===== src/logic/nfc_irq_pkg.sv =====
package nfc_irq_pkg;

  // register bus geometry
  localparam int unsigned ADDR_W = 8;
  localparam int unsigned DATA_W = 32;
  localparam int unsigned REG_W = 8;

  // register indices; byte address is four times the index
  localparam logic [4:0] IDX_MAIN_MASK = 5'h14;
  localparam logic [4:0] IDX_TIM_MASK = 5'h15;
  localparam logic [4:0] IDX_ERR_MASK = 5'h16;
  localparam logic [4:0] IDX_MAIN_FLAGS = 5'h17;
  localparam logic [4:0] IDX_TIM_FLAGS = 5'h18;
  localparam logic [4:0] IDX_ERR_FLAGS = 5'h19;

  // values after reset; the mask and flag values also after the set-default command
  localparam logic [7:0] MASK_RST = 8'h00;
  localparam logic [7:0] FLAG_RST = 8'h00;
  localparam logic [31:0] RDATA_RST = 32'h0000_0000;
  localparam logic [7:0] ALL_BITS = 8'hFF;

  // bits of the main flag and mask registers
  localparam int unsigned MAIN_OSC = 7;
  localparam int unsigned MAIN_WL = 6;
  localparam int unsigned MAIN_RXS = 5;
  localparam int unsigned MAIN_RXE = 4;
  localparam int unsigned MAIN_TXE = 3;
  localparam int unsigned MAIN_COL = 2;
  localparam int unsigned MAIN_TIM = 1;
  localparam int unsigned MAIN_ERR = 0;
  // bits 7..2 are detail sources; 1..0 are summaries, not maskable
  localparam logic [7:0] MAIN_SRC_BITS = 8'hFC;

  // main event strobes, one-cycle pulses from same-clock logic
  typedef struct packed {
    logic osc_stable;
    logic rx_start;
    logic rx_end;
    logic tx_end;
    logic bit_collision;
  } main_ev_t;

  // timer / field events in register bit order, 7 down to 0
  typedef struct packed {
    logic cmd_done;
    logic nrt_expire;
    logic gpt_expire;
    logic field_on;
    logic field_off;
    logic ca_collision;
    logic ca_guard_done;
    logic target_rate;
  } tim_ev_t;

  // error / wake-up events in register bit order, 7 down to 0
  typedef struct packed {
    logic crc;
    logic parity;
    logic soft_framing;
    logic hard_framing;
    logic wake_timer;
    logic wake_amp;
    logic wake_phase;
    logic wake_cap;
  } err_ev_t;

  // one register bus request as the master holds it
  typedef struct packed {
    logic read;
    logic write;
    logic [ADDR_W-1:0] address;
    logic [DATA_W-1:0] writedata;
    logic [3:0] byteenable;
  } bus_req_t;

  // byte address decode, used by both the read mux and the side effects
  function automatic logic addr_hit(logic [ADDR_W-1:0] addr,
                                    logic [4:0] idx);
    addr_hit = (addr == {1'b0, idx, 2'b00});
  endfunction

endpackage


===== src/logic/avmm_responder.sv =====
`timescale 1ns/1ns
module avmm_responder
  import nfc_irq_pkg::*;
(
  input wire logic ref_clk, // system clock
  input wire logic rstn, // synchronous reset, active low
  input wire logic ce, // clock enable
  input wire bus_req_t req, // request as held by the master
  input wire logic [REG_W-1:0] rd_value, // selected register contents
  output logic waitrequest, // low for the one accepting cycle
  output logic [DATA_W-1:0] readdata, // valid while waitrequest is low
  output logic rd_done, // read completes at this edge
  output logic wr_done // write completes at this edge
);

  typedef struct packed {
    logic wait_n; // high while no request is being accepted
    logic [DATA_W-1:0] rdata;
  } rsp_state_t;

  rsp_state_t state_q;
  rsp_state_t state_d;

  // fixed latency: accept one cycle after the request shows, then
  // rearm; the data is frozen before the master samples it
  always_comb begin
    state_d = state_q;
    if (state_q.wait_n && (req.read || req.write)) begin
      state_d.wait_n = 1'b0;
      // writes leave the last read value standing on the bus
      if (req.read) begin
        state_d.rdata = {24'h00_0000, rd_value};
      end
    end else begin
      state_d.wait_n = 1'b1;
    end
  end

  always_ff @(posedge ref_clk) begin
    if (!rstn) begin
      state_q <= '{wait_n: 1'b1, rdata: RDATA_RST};
    end else if (ce) begin
      state_q <= state_d;
    end
  end

  assign waitrequest = state_q.wait_n;
  assign readdata = state_q.rdata;
  // completion only counts on an enabled edge
  assign rd_done = ce && !state_q.wait_n && req.read;
  assign wr_done = ce && !state_q.wait_n && req.write;

endmodule


===== src/logic/nfc_reader_irq_aggregator.sv =====
// Implementation choice: the Avalon-MM register port.
`timescale 1ns/1ns
module nfc_reader_irq_aggregator
  import nfc_irq_pkg::*;
(
  input wire logic ref_clk, // system clock, 100 MHz
  input wire logic rstn, // synchronous reset, active low
  input wire logic ce, // clock enable, freezes all state when low
  input wire logic set_default, // set-default command strobe
  input wire main_ev_t main_ev, // main event strobes
  input wire tim_ev_t tim_ev, // timer and field event strobes
  input wire err_ev_t err_ev, // error and wake-up event strobes
  input wire logic fifo_upper, // FIFO at or above upper water level
  input wire logic fifo_lower, // FIFO at or below lower water level
  input wire logic rx_active, // reception in progress
  input wire logic tx_active, // transmission in progress
  input wire logic [ADDR_W-1:0] avs_address, // byte address
  input wire logic avs_read, // read request
  input wire logic avs_write, // write request
  input wire logic [DATA_W-1:0] avs_writedata, // write data
  input wire logic [3:0] avs_byteenable, // byte lanes
  output logic [DATA_W-1:0] avs_readdata, // read data
  output logic avs_waitrequest, // request stall
  output logic irq // interrupt request, active high
);

  typedef struct packed {
    logic [7:0] main_mask;
    logic [7:0] tim_mask;
    logic [7:0] err_mask;
    logic wl_level; // water-level condition seen last cycle
    logic irq;
  } top_state_t;

  top_state_t state_q;
  top_state_t state_d;

  bus_req_t req;
  logic [REG_W-1:0] rd_value;
  logic [DATA_W-1:0] rsp_rdata;
  logic rd_done;
  logic wr_done;
  logic wr_lane0;
  logic rd_main;
  logic rd_tim;
  logic rd_err;
  logic wl_now;
  logic [7:0] main_flags;
  logic [7:0] tim_flags;
  logic [7:0] err_flags;
  logic [7:0] main_set;
  logic [7:0] main_clr;
  logic [7:0] tim_clr;
  logic [7:0] err_clr;
  logic irq_now;

  // bundle the bus pins for the responder
  always_comb begin
    req.read = avs_read;
    req.write = avs_write;
    req.address = avs_address;
    req.writedata = avs_writedata;
    req.byteenable = avs_byteenable;
  end

  // read mux; unmapped addresses read as zero
  always_comb begin
    rd_value = 8'h00;
    if (addr_hit(avs_address, IDX_MAIN_MASK)) begin
      rd_value = state_q.main_mask;
    end else if (addr_hit(avs_address, IDX_TIM_MASK)) begin
      rd_value = state_q.tim_mask;
    end else if (addr_hit(avs_address, IDX_ERR_MASK)) begin
      rd_value = state_q.err_mask;
    end else if (addr_hit(avs_address, IDX_MAIN_FLAGS)) begin
      rd_value = main_flags;
    end else if (addr_hit(avs_address, IDX_TIM_FLAGS)) begin
      rd_value = tim_flags;
    end else if (addr_hit(avs_address, IDX_ERR_FLAGS)) begin
      rd_value = err_flags;
    end
  end

  avmm_responder u_bus (
    .ref_clk(ref_clk),
    .rstn(rstn),
    .ce(ce),
    .req(req),
    .rd_value(rd_value),
    .waitrequest(avs_waitrequest),
    .readdata(rsp_rdata),
    .rd_done(rd_done),
    .wr_done(wr_done)
  );

  assign avs_readdata = rsp_rdata;

  // completed reads of the flag registers drive the clear effects
  assign rd_main = rd_done && addr_hit(avs_address, IDX_MAIN_FLAGS);
  assign rd_tim = rd_done && addr_hit(avs_address, IDX_TIM_FLAGS);
  assign rd_err = rd_done && addr_hit(avs_address, IDX_ERR_FLAGS);
  assign wr_lane0 = wr_done && avs_byteenable[0];

  // water level condition: upper level in rx, lower level in tx
  // receive upper level
  assign wl_now = (rx_active && fifo_upper) || (tx_active && fifo_lower);

  // main flag sources; summaries follow any detail event, masked or
  // not; a main read clears the detail registers but leaves the summaries set
  // oscillator stable flag
  always_comb begin
    main_set = 8'h00;
    main_set[MAIN_OSC] = main_ev.osc_stable;
    main_set[MAIN_WL] = wl_now && !state_q.wl_level;
    main_set[MAIN_RXS] = main_ev.rx_start;
    main_set[MAIN_RXE] = main_ev.rx_end;
    main_set[MAIN_TXE] = main_ev.tx_end;
    main_set[MAIN_COL] = main_ev.bit_collision;
    main_set[MAIN_TIM] = |tim_ev;
    main_set[MAIN_ERR] = |err_ev;
  end

  // only the bits actually returned are cleared, so an event that
  // lands between sampling and completion is kept
  // main read clears 7..2
  always_comb begin
    main_clr = 8'h00;
    if (rd_main) begin
      main_clr = rsp_rdata[7:0] & MAIN_SRC_BITS;
    end
    main_clr[MAIN_TIM] = rd_tim;
    main_clr[MAIN_ERR] = rd_err;
  end

  // detail registers clear on a main register read
  // timer flags cleared
  assign tim_clr = rd_main ? ALL_BITS : 8'h00;
  assign err_clr = rd_main ? ALL_BITS : 8'h00;

  sticky_flag_bank u_main_flags (
    .ref_clk(ref_clk),
    .rstn(rstn),
    .ce(ce),
    .init(set_default),
    .set_i(main_set),
    .clr_i(main_clr),
    .flags_q(main_flags)
  );

  sticky_flag_bank u_tim_flags (
    .ref_clk(ref_clk),
    .rstn(rstn),
    .ce(ce),
    .init(set_default),
    .set_i(tim_ev),
    .clr_i(tim_clr),
    .flags_q(tim_flags)
  );

  sticky_flag_bank u_err_flags (
    .ref_clk(ref_clk),
    .rstn(rstn),
    .ce(ce),
    .init(set_default),
    .set_i(err_ev),
    .clr_i(err_clr),
    .flags_q(err_flags)
  );

  // request output: any unmasked flag; summaries are not maskable,
  // the detail masks already decide for their sources
  // request from unmasked flags
  assign irq_now = |(main_flags & MAIN_SRC_BITS & ~state_q.main_mask)
                || |(tim_flags & ~state_q.tim_mask)
                || |(err_flags & ~state_q.err_mask);

  // mask writes take effect at the completing edge only
  always_comb begin
    state_d = state_q;
    state_d.wl_level = wl_now;
    state_d.irq = irq_now;
    if (set_default) begin
      state_d.main_mask = MASK_RST;
      state_d.tim_mask = MASK_RST;
      state_d.err_mask = MASK_RST;
    end else if (wr_lane0) begin
      // main mask, bits 1..0 stay zero
      if (addr_hit(avs_address, IDX_MAIN_MASK)) begin
        state_d.main_mask = avs_writedata[7:0] & MAIN_SRC_BITS;
      end
      if (addr_hit(avs_address, IDX_TIM_MASK)) begin
        state_d.tim_mask = avs_writedata[7:0];
      end
      if (addr_hit(avs_address, IDX_ERR_MASK)) begin
        state_d.err_mask = avs_writedata[7:0];
      end
    end
  end

  always_ff @(posedge ref_clk) begin
    if (!rstn) begin
      state_q <= '{main_mask: MASK_RST, tim_mask: MASK_RST,
                   err_mask: MASK_RST, wl_level: 1'b0, irq: 1'b0};
    end else if (ce) begin
      state_q <= state_d;
    end
  end

  // irq lags the flags by one cycle so it leaves a flip-flop
  assign irq = state_q.irq;

endmodule


===== src/logic/sticky_flag_bank.sv =====
`timescale 1ns/1ns
module sticky_flag_bank
  import nfc_irq_pkg::*;
(
  input wire logic ref_clk, // system clock
  input wire logic rstn, // synchronous reset, active low
  input wire logic ce, // clock enable, freezes the bank when low
  input wire logic init, // set-default command, clears all flags
  input wire logic [7:0] set_i, // event pulses, one per flag
  input wire logic [7:0] clr_i, // clear requests, one per flag
  output logic [7:0] flags_q // sticky flags
);

  typedef struct packed {
    logic [7:0] flags;
  } bank_state_t;

  bank_state_t state_q;
  bank_state_t state_d;

  // a set in the clearing cycle wins, so no event is lost
  always_comb begin
    state_d = state_q;
    if (init) begin
      state_d.flags = FLAG_RST;
    end else begin
      state_d.flags = (state_q.flags & ~clr_i) | set_i;
    end
  end

  // register the bank; ce freezes it
  always_ff @(posedge ref_clk) begin
    if (!rstn) begin
      state_q <= '{flags: FLAG_RST};
    end else if (ce) begin
      state_q <= state_d;
    end
  end

  assign flags_q = state_q.flags;

endmodule


===== config.mk =====
export PLATFORM = sky130hd
export DESIGN_NAME = nfc_reader_irq_aggregator
export DESIGN_NICKNAME = d
export VERILOG_FILES = /design/src/logic/nfc_irq_pkg.sv /design/src/logic/avmm_responder.sv /design/src/logic/nfc_reader_irq_aggregator.sv /design/src/logic/sticky_flag_bank.sv
export SDC_FILE = /design/constraint.sdc
export NUM_CORES = 1
export LEC_CHECK = 0
export ABC_AREA = 1
export BUFFER_PORTS_ARGS = -buffer_cell sky130_fd_sc_hd__clkbuf_2
export CORE_UTILIZATION = 47
export DETAILED_ROUTE_END_ITERATION = 6
export PLACE_DENSITY = 0.86
export SKIP_CTS_REPAIR_TIMING = 1
export SLEW_MARGIN = 40
export SYNTH_ARGS = -nofsm -noshare
export SYNTH_HDL_FRONTEND = slang
export SYNTH_HIERARCHICAL = 1
export SYNTH_SLANG_ARGS = --single-unit

===== constraint.sdc =====
create_clock -name ref_clk -period 1.7 [get_ports ref_clk]
set_clock_uncertainty 0.05 [all_clocks]
set_input_delay 0.085 -clock ref_clk [delete_from_list [all_inputs] [get_ports ref_clk]]
set_output_delay 0.085 -clock ref_clk [all_outputs]
set_load 0.05 [all_outputs]

; ---- Yosys cells after proc, flatten, opt, wreduce, memory -nomap -nowiden
; Index checks and enable logic that the tools add are counted.
[word_totals]
ff_bits = 59
in_bits = 75
out_inout_bits = 34
wordCells = 77
[op_classes]
n_eq_ne = 6
muxes = 17
n_bitwise = 14
reduce_logical = 30
[ops]
columns = op, n
row1 = 8-bit 2-to-1 mux, 14
row2 = 8-bit AND, 6
row3 = 8-bit by 7-bit == test with 1-bit output (second input constant), 6
row4 = 24-bit 2-to-1 mux, 2
row5 = 8-bit inverter, 5
row6 = 8-bit OR reduction, 5
row7 = 8-bit bitwise OR, 3
row8 = 3-bit AND reduction, 4
row9 = 1-bit logical AND, 11
row10 = 2-bit nonzero test, 4
row11 = 1-bit logical OR, 4
row12 = 1-bit zero test, 2
row13 = 1-bit 2-to-1 mux, 1

; ---- Logic depth before layout (Yosys ltp)
[logic_depth]
ltp_word = 9
ltp_mapped = 12
mapped_depth_nobuf = 12

; ---- Hierarchy
; The synthesis kept the hierarchy.
[modules_own_cells]
columns = module, instances, cells_each, area_each_um2, seq_area_each_um2
row1 = nfc_reader_irq_aggregator, 1, 330, 1900.6, 480.5
row2 = sticky_flag_bank, 3, 67, 399.1, 160.2
row3 = avmm_responder, 1, 87, 598.1, 180.2

; ---- Worst setup path before layout
; No wires, ideal clock.
[synth_timing]
path_kind = reg2reg
startpoint = register u_bus.state_q, in the netlist u_bus/waitrequest
endpoint = register u_main_flags.state_q, in the netlist u_main_flags/flags_q[6]
setup_ps = 123
arrival_ps = 1646
t_required_ps = 1527
setup_slack_ps = -118
path_stages_with_launch = 13
n_path_buf = 0
synth_period_minus_slack_ps = 1818
cell_sequence = dfxtp_1 > inv_1 > nand2_1 > nor2_1 > inv_1 > nor2_2 > inv_2 > nor2_1 > inv_1 > nand2_1 > nand2_1 > nand2_1 > a21oi_1
[synth_between]
elab_chain_len = 9
[synth_lines]
columns = item, line
row1 = "start, declared", avmm_responder.sv:21  ; rsp_state_t state_q;
row2 = "start signal, assigned", avmm_responder.sv:41  ; state_q <= '{wait_n: 1'b1, rdata: RDATA_RST};
row3 = "start signal, assigned", avmm_responder.sv:43  ; state_q <= state_d;
row4 = 1-bit zero test, avmm_responder.sv:50  ; assign rd_done = ce && !state_q.wait_n && req.read;
row5 = 1-bit logical AND (2 in a row), avmm_responder.sv:50
row6 = net rd_done, nfc_reader_irq_aggregator.sv:41  ; logic rd_done;
row7 = 1-bit logical AND, nfc_reader_irq_aggregator.sv:99  ; assign rd_main = rd_done && addr_hit(avs_address, IDX_MAIN_FLAGS);
row8 = net rd_main, nfc_reader_irq_aggregator.sv:44  ; logic rd_main;
row9 = 8-bit 2-to-1 mux, nfc_reader_irq_aggregator.sv:128  ; if (rd_main) begin
row10 = net main_clr[6], nfc_reader_irq_aggregator.sv:52  ; logic [7:0] main_clr;
row11 = 8-bit inverter, sticky_flag_bank.sv:27  ; state_d.flags = (state_q.flags & ~clr_i) | set_i;
row12 = 8-bit AND, sticky_flag_bank.sv:27
row13 = 8-bit bitwise OR, sticky_flag_bank.sv:27
row14 = 8-bit 2-to-1 mux, sticky_flag_bank.sv:24  ; if (init) begin
row15 = "end signal, assigned", sticky_flag_bank.sv:34  ; state_q <= '{flags: FLAG_RST};
row16 = "end signal, assigned", sticky_flag_bank.sv:36  ; state_q <= state_d;
row17 = "end, declared", sticky_flag_bank.sv:18  ; bank_state_t state_q;
; The timed path passes the listed nets, and every way through them passes these cells.
; A chain may end at the register's enable or synchronous reset.

; ---- Worst setup path in the final report
[layout_timing]
startpoint = register u_bus.state_q, in the netlist u_bus/waitrequest
endpoint = register state_q[4] (netlist bit)
[layout_between]
elab_chain_len = 6
[layout_lines]
columns = item, line
row1 = 1-bit zero test, avmm_responder.sv:51  ; assign wr_done = ce && !state_q.wait_n && req.write;
row2 = 1-bit logical AND (2 in a row), avmm_responder.sv:51
row3 = net wr_done, nfc_reader_irq_aggregator.sv:42  ; logic wr_done;
row4 = 1-bit logical AND, nfc_reader_irq_aggregator.sv:102  ; assign wr_lane0 = wr_done && avs_byteenable[0];
row5 = 2-bit nonzero test (no source line), n/a
row6 = 3-bit AND reduction (no source line), n/a
row7 = "end signal, assigned", nfc_reader_irq_aggregator.sv:202  ; state_q <= '{main_mask: MASK_RST, tim_mask: MASK_RST,
row8 = "end signal, assigned", nfc_reader_irq_aggregator.sv:205  ; state_q <= state_d;
row9 = "end, declared", nfc_reader_irq_aggregator.sv:35  ; top_state_t state_q;
; The timed path passes the listed nets, and every way through them passes these cells.

==> impl_metrics.py <==
metrics = {
    "detailed_routing": {
        "drt_wl_total_um": 9620,
        "drc": 0,
        "via_per_inst": 4.96,
        "dr_total_vias": 3912,
        "drt_iter0_markers": 393,
        "drtPass1Iterations": 5,
        "post_drt_wl_per_cell_um": 12.2,
        "postRouteAntennaNets": 0,
    },
    "final_layout": {
        "layout_commonest_cell": "nand2_1",
        "layout.cells.non_filler": 788,
        "nFillCells": 718,
        "num_antenna_cells": 0,
        "layout.nets": 761,
        "final_cell_mix": "nand2_1, inv_1, nor2_1, clkbuf_2, dfxtp_1",
        "area_delta_synth_final_pct": 13.6,
        "final_layout_size_suffix_gt1_share_pct": 17.6,
    },
    "die": {
        "core_um2": 7410,
        "rows": 31,
        "initial_utilization_pct": 49.9,
        "die_h_um": 90.7,
        "die_w_um": 90.7,
        "io_pins": 109,
        "dieArea_um2": 8220,
    },
    "clocking": {
        "htreeDepth": 3,
        "clock-sinks": 57,
        "cts_tree": "yes",
        "cts.clk_slew.worst_paths_ns": 0.06,
        "cts_root_buf": "clkbuf_8",
        "cts_made_buffers": 9,
        "clk-insertion-delay-late_ns": 0.34,
        "clockBufferDepth": 2,
    },
    "timing": {
        "fin_tns_setup_ns": 0,
        "hold_viol": 1,
        "min_period_ns": 1.56,
        "finalMaxSlewViolations": 0,
        "final.setup.worst_slack_ns": 0.136,
        "hold-worst-slack_ns": -0.0145,
        "fin_crit_sh_pct": 92.0,
        "rsz0062_at_grt": "false",
        "fmax_mhz": 639,
        "setup_viol": 0,
    },
    "yosys": {
        "synth_area_um2": 3700,
        "synth_flop_cell": "dfxtp_1",
        "synth-edff-count": 0,
        "yosysUniqueCellTypes": 28,
        "ys.warnings.count": 6,
        "ys_ff_latch": 57,
        "syn_inst": 618,
        "yosysSeqAreaShare_pct": 30.9,
        "syn-mean-instance-area_um2": 5.98,
        "async_reset_ff_share_pct": 0,
    },
    "global_route": {
        "grt_pass1_wl_um": 15700,
        "grt_pass1_vias": 3471,
        "grt_overflow": 0,
        "grt_max_degree": 24,
        "antenna_found_initial": 0,
        "grt_util_all_layers_pct": 24.0,
    },
    "worst_setup_path": {
        "cp.required_ns": 1.89,
        "cp-end-kind": "register",
        "worstReg2RegStart": "u_bus/waitrequest",
        "cp.arrival_ns": 1.75,
        "startpoint": "u_bus/waitrequest",
        "timing.rr.end": "state_q[4]",
        "cp_max_fo": 11,
        "start_kind": "register",
        "crit_path_end": "state_q[4]",
        "crit_type": "reg -> reg",
        "reg2reg_depth": 10,
        "rrSetupSlack_ns": 0.14,
    },
    "place": {
        "pre_cts_ws_ns": 0.142,
        "dp_cells": 770,
        "io_buffers": 57,
        "place.gp.congestion": 0.913,
        "hpwl_um": 7250,
    },
    "worst_hold_path": {
        "min_from": "avs_writedata[6]",
        "hold_path.class": "in -> reg",
    },
    "status": {
        "violations": "hold timing",
        "status": "finished, violations left",
    },
    "power_and_ir_drop": {
        "p_leak_nw": 2.13,
        "ir_worst_vdd_v": 0.000447,
        "power_density_nw_per_um2": 756,
    },
    "run": {
        "maxCapViolations": 0,
    },
}
[critical path, cell delays in order (launching register included)]
cell,delay [ns]
dfxtp_2,0.37
inv_1,0.06
nand2_1,0.07
nor2_1,0.05
a21oi_1,0.24
nor2_4,0.07
buf_12,0.15
nand2_4,0.14
clkinv_2,0.10
nor2_1,0.11
nor2_1,0.05
[sequential cells by signal, summed over array words and instances, names as in the netlist]
signal	flops
irq	1
state_q	23
u_bus/readdata	8
u_bus/waitrequest	1
u_err_flags/flags_q	8
u_main_flags/flags_q	8
u_tim_flags/flags_q	8
[through the flow]
| stage | total power, W | cell area (um^2) | hold WS, ns | util [%] |
|---|---|---|---|---|
| global route | 0.00333 | 4200 | 0.00505 | 56.7 |
| CTS | 0.00316 | 4160 | -0.0412 | 56.1 |
| detailed placement | 0.00214 | 4010 | 0.314 | 54.1 |
| global placement | 0.00213 | 4010 | 0.304 | 54.1 |
| floorplan | 0.00201 | 3790 | 0.173 | - |
| finish | 0.00317 | 4200 | -0.0145 | 56.7 |
[report_power, final]
group | internal (W) | total, W | switching [W] | leakage (nW)
registers | 0.00141 | 0.00148 | 0.0000685 | 0.467
clock network | 0.000503 | 0.00104 | 0.000532 | 0.0778
logic | 0.000191 | 0.000662 | 0.000470 | 1.59
total | 0.00210 | 0.00317 | 0.00107 | 2.13
[synthesized netlist by cell type, types with 2 or more instances]
| library cell | count | area, um^2 |
|---|---|---|
| o211ai_1 | 2 | 15.0 |
| nand4_1 | 7 | 43.8 |
| inv_2 | 9 | 33.8 |
| o21bai_1 | 3 | 22.5 |
| dfxtp_1 | 57 | 1140 |
| nand2_1 | 175 | 657 |
| nor4_1 | 4 | 25.0 |
| o21ai_0 | 11 | 55.1 |
| nor2_4 | 8 | 90.1 |
| inv_1 | 108 | 405 |
| nand3_1 | 50 | 250 |
| nand2_4 | 5 | 56.3 |
| buf_2 | 5 | 25.0 |
| nand2_2 | 10 | 62.6 |
| buf_4 | 28 | 210 |
| nor2_1 | 97 | 364 |
| a21oi_1 | 28 | 140 |
[cells by family after synthesis]
logic type | after synthesis | share of synthesized area (%)
other cells | 1 | 0.101
flops | 57 | 30.9
buf+inv | 154 | 19.0
simple gates | 360 | 43.3
compound gates | 46 | 6.74
[metal layers]
layer	wire length, um	track usage [%]	up-vias
met3	784	5.13	23
met5	0	0	-
met1	4090	30.2	1763
met2	4530	39.6	180
li1	-	-	1946
met4	212	9.54	0
[layout make-up]
cell class,count,area [um^2],share of cell area (%)
multi-input cells,430,1940,46.3
clock inverters,4,22.5,0.536
clock buffers,10,128,3.04
repair buffers,69,388,9.23
inverters,119,453,10.8
flip-flops and latches,57,1140,27.2
well taps,99,124,2.95
[worst min-delay path by stage]
| stage | end | slack [ns] | depth (start not counted) |
|---|---|---|---|
| 3_3_place_gp | state_q[8] | 0.30 | 3 |
| 4_1_cts | state_q[8] | -0.04 | 3 |
| 5_1_grt | state_q[8] | 0.005 | 3 |
| 3_5_place_dp | state_q[8] | 0.31 | 3 |
| 2_1_floorplan | irq | 0.17 | 2 |
| 6_report | state_q[8] | -0.01 | 3 |
(Power assumes the default switching activity.)
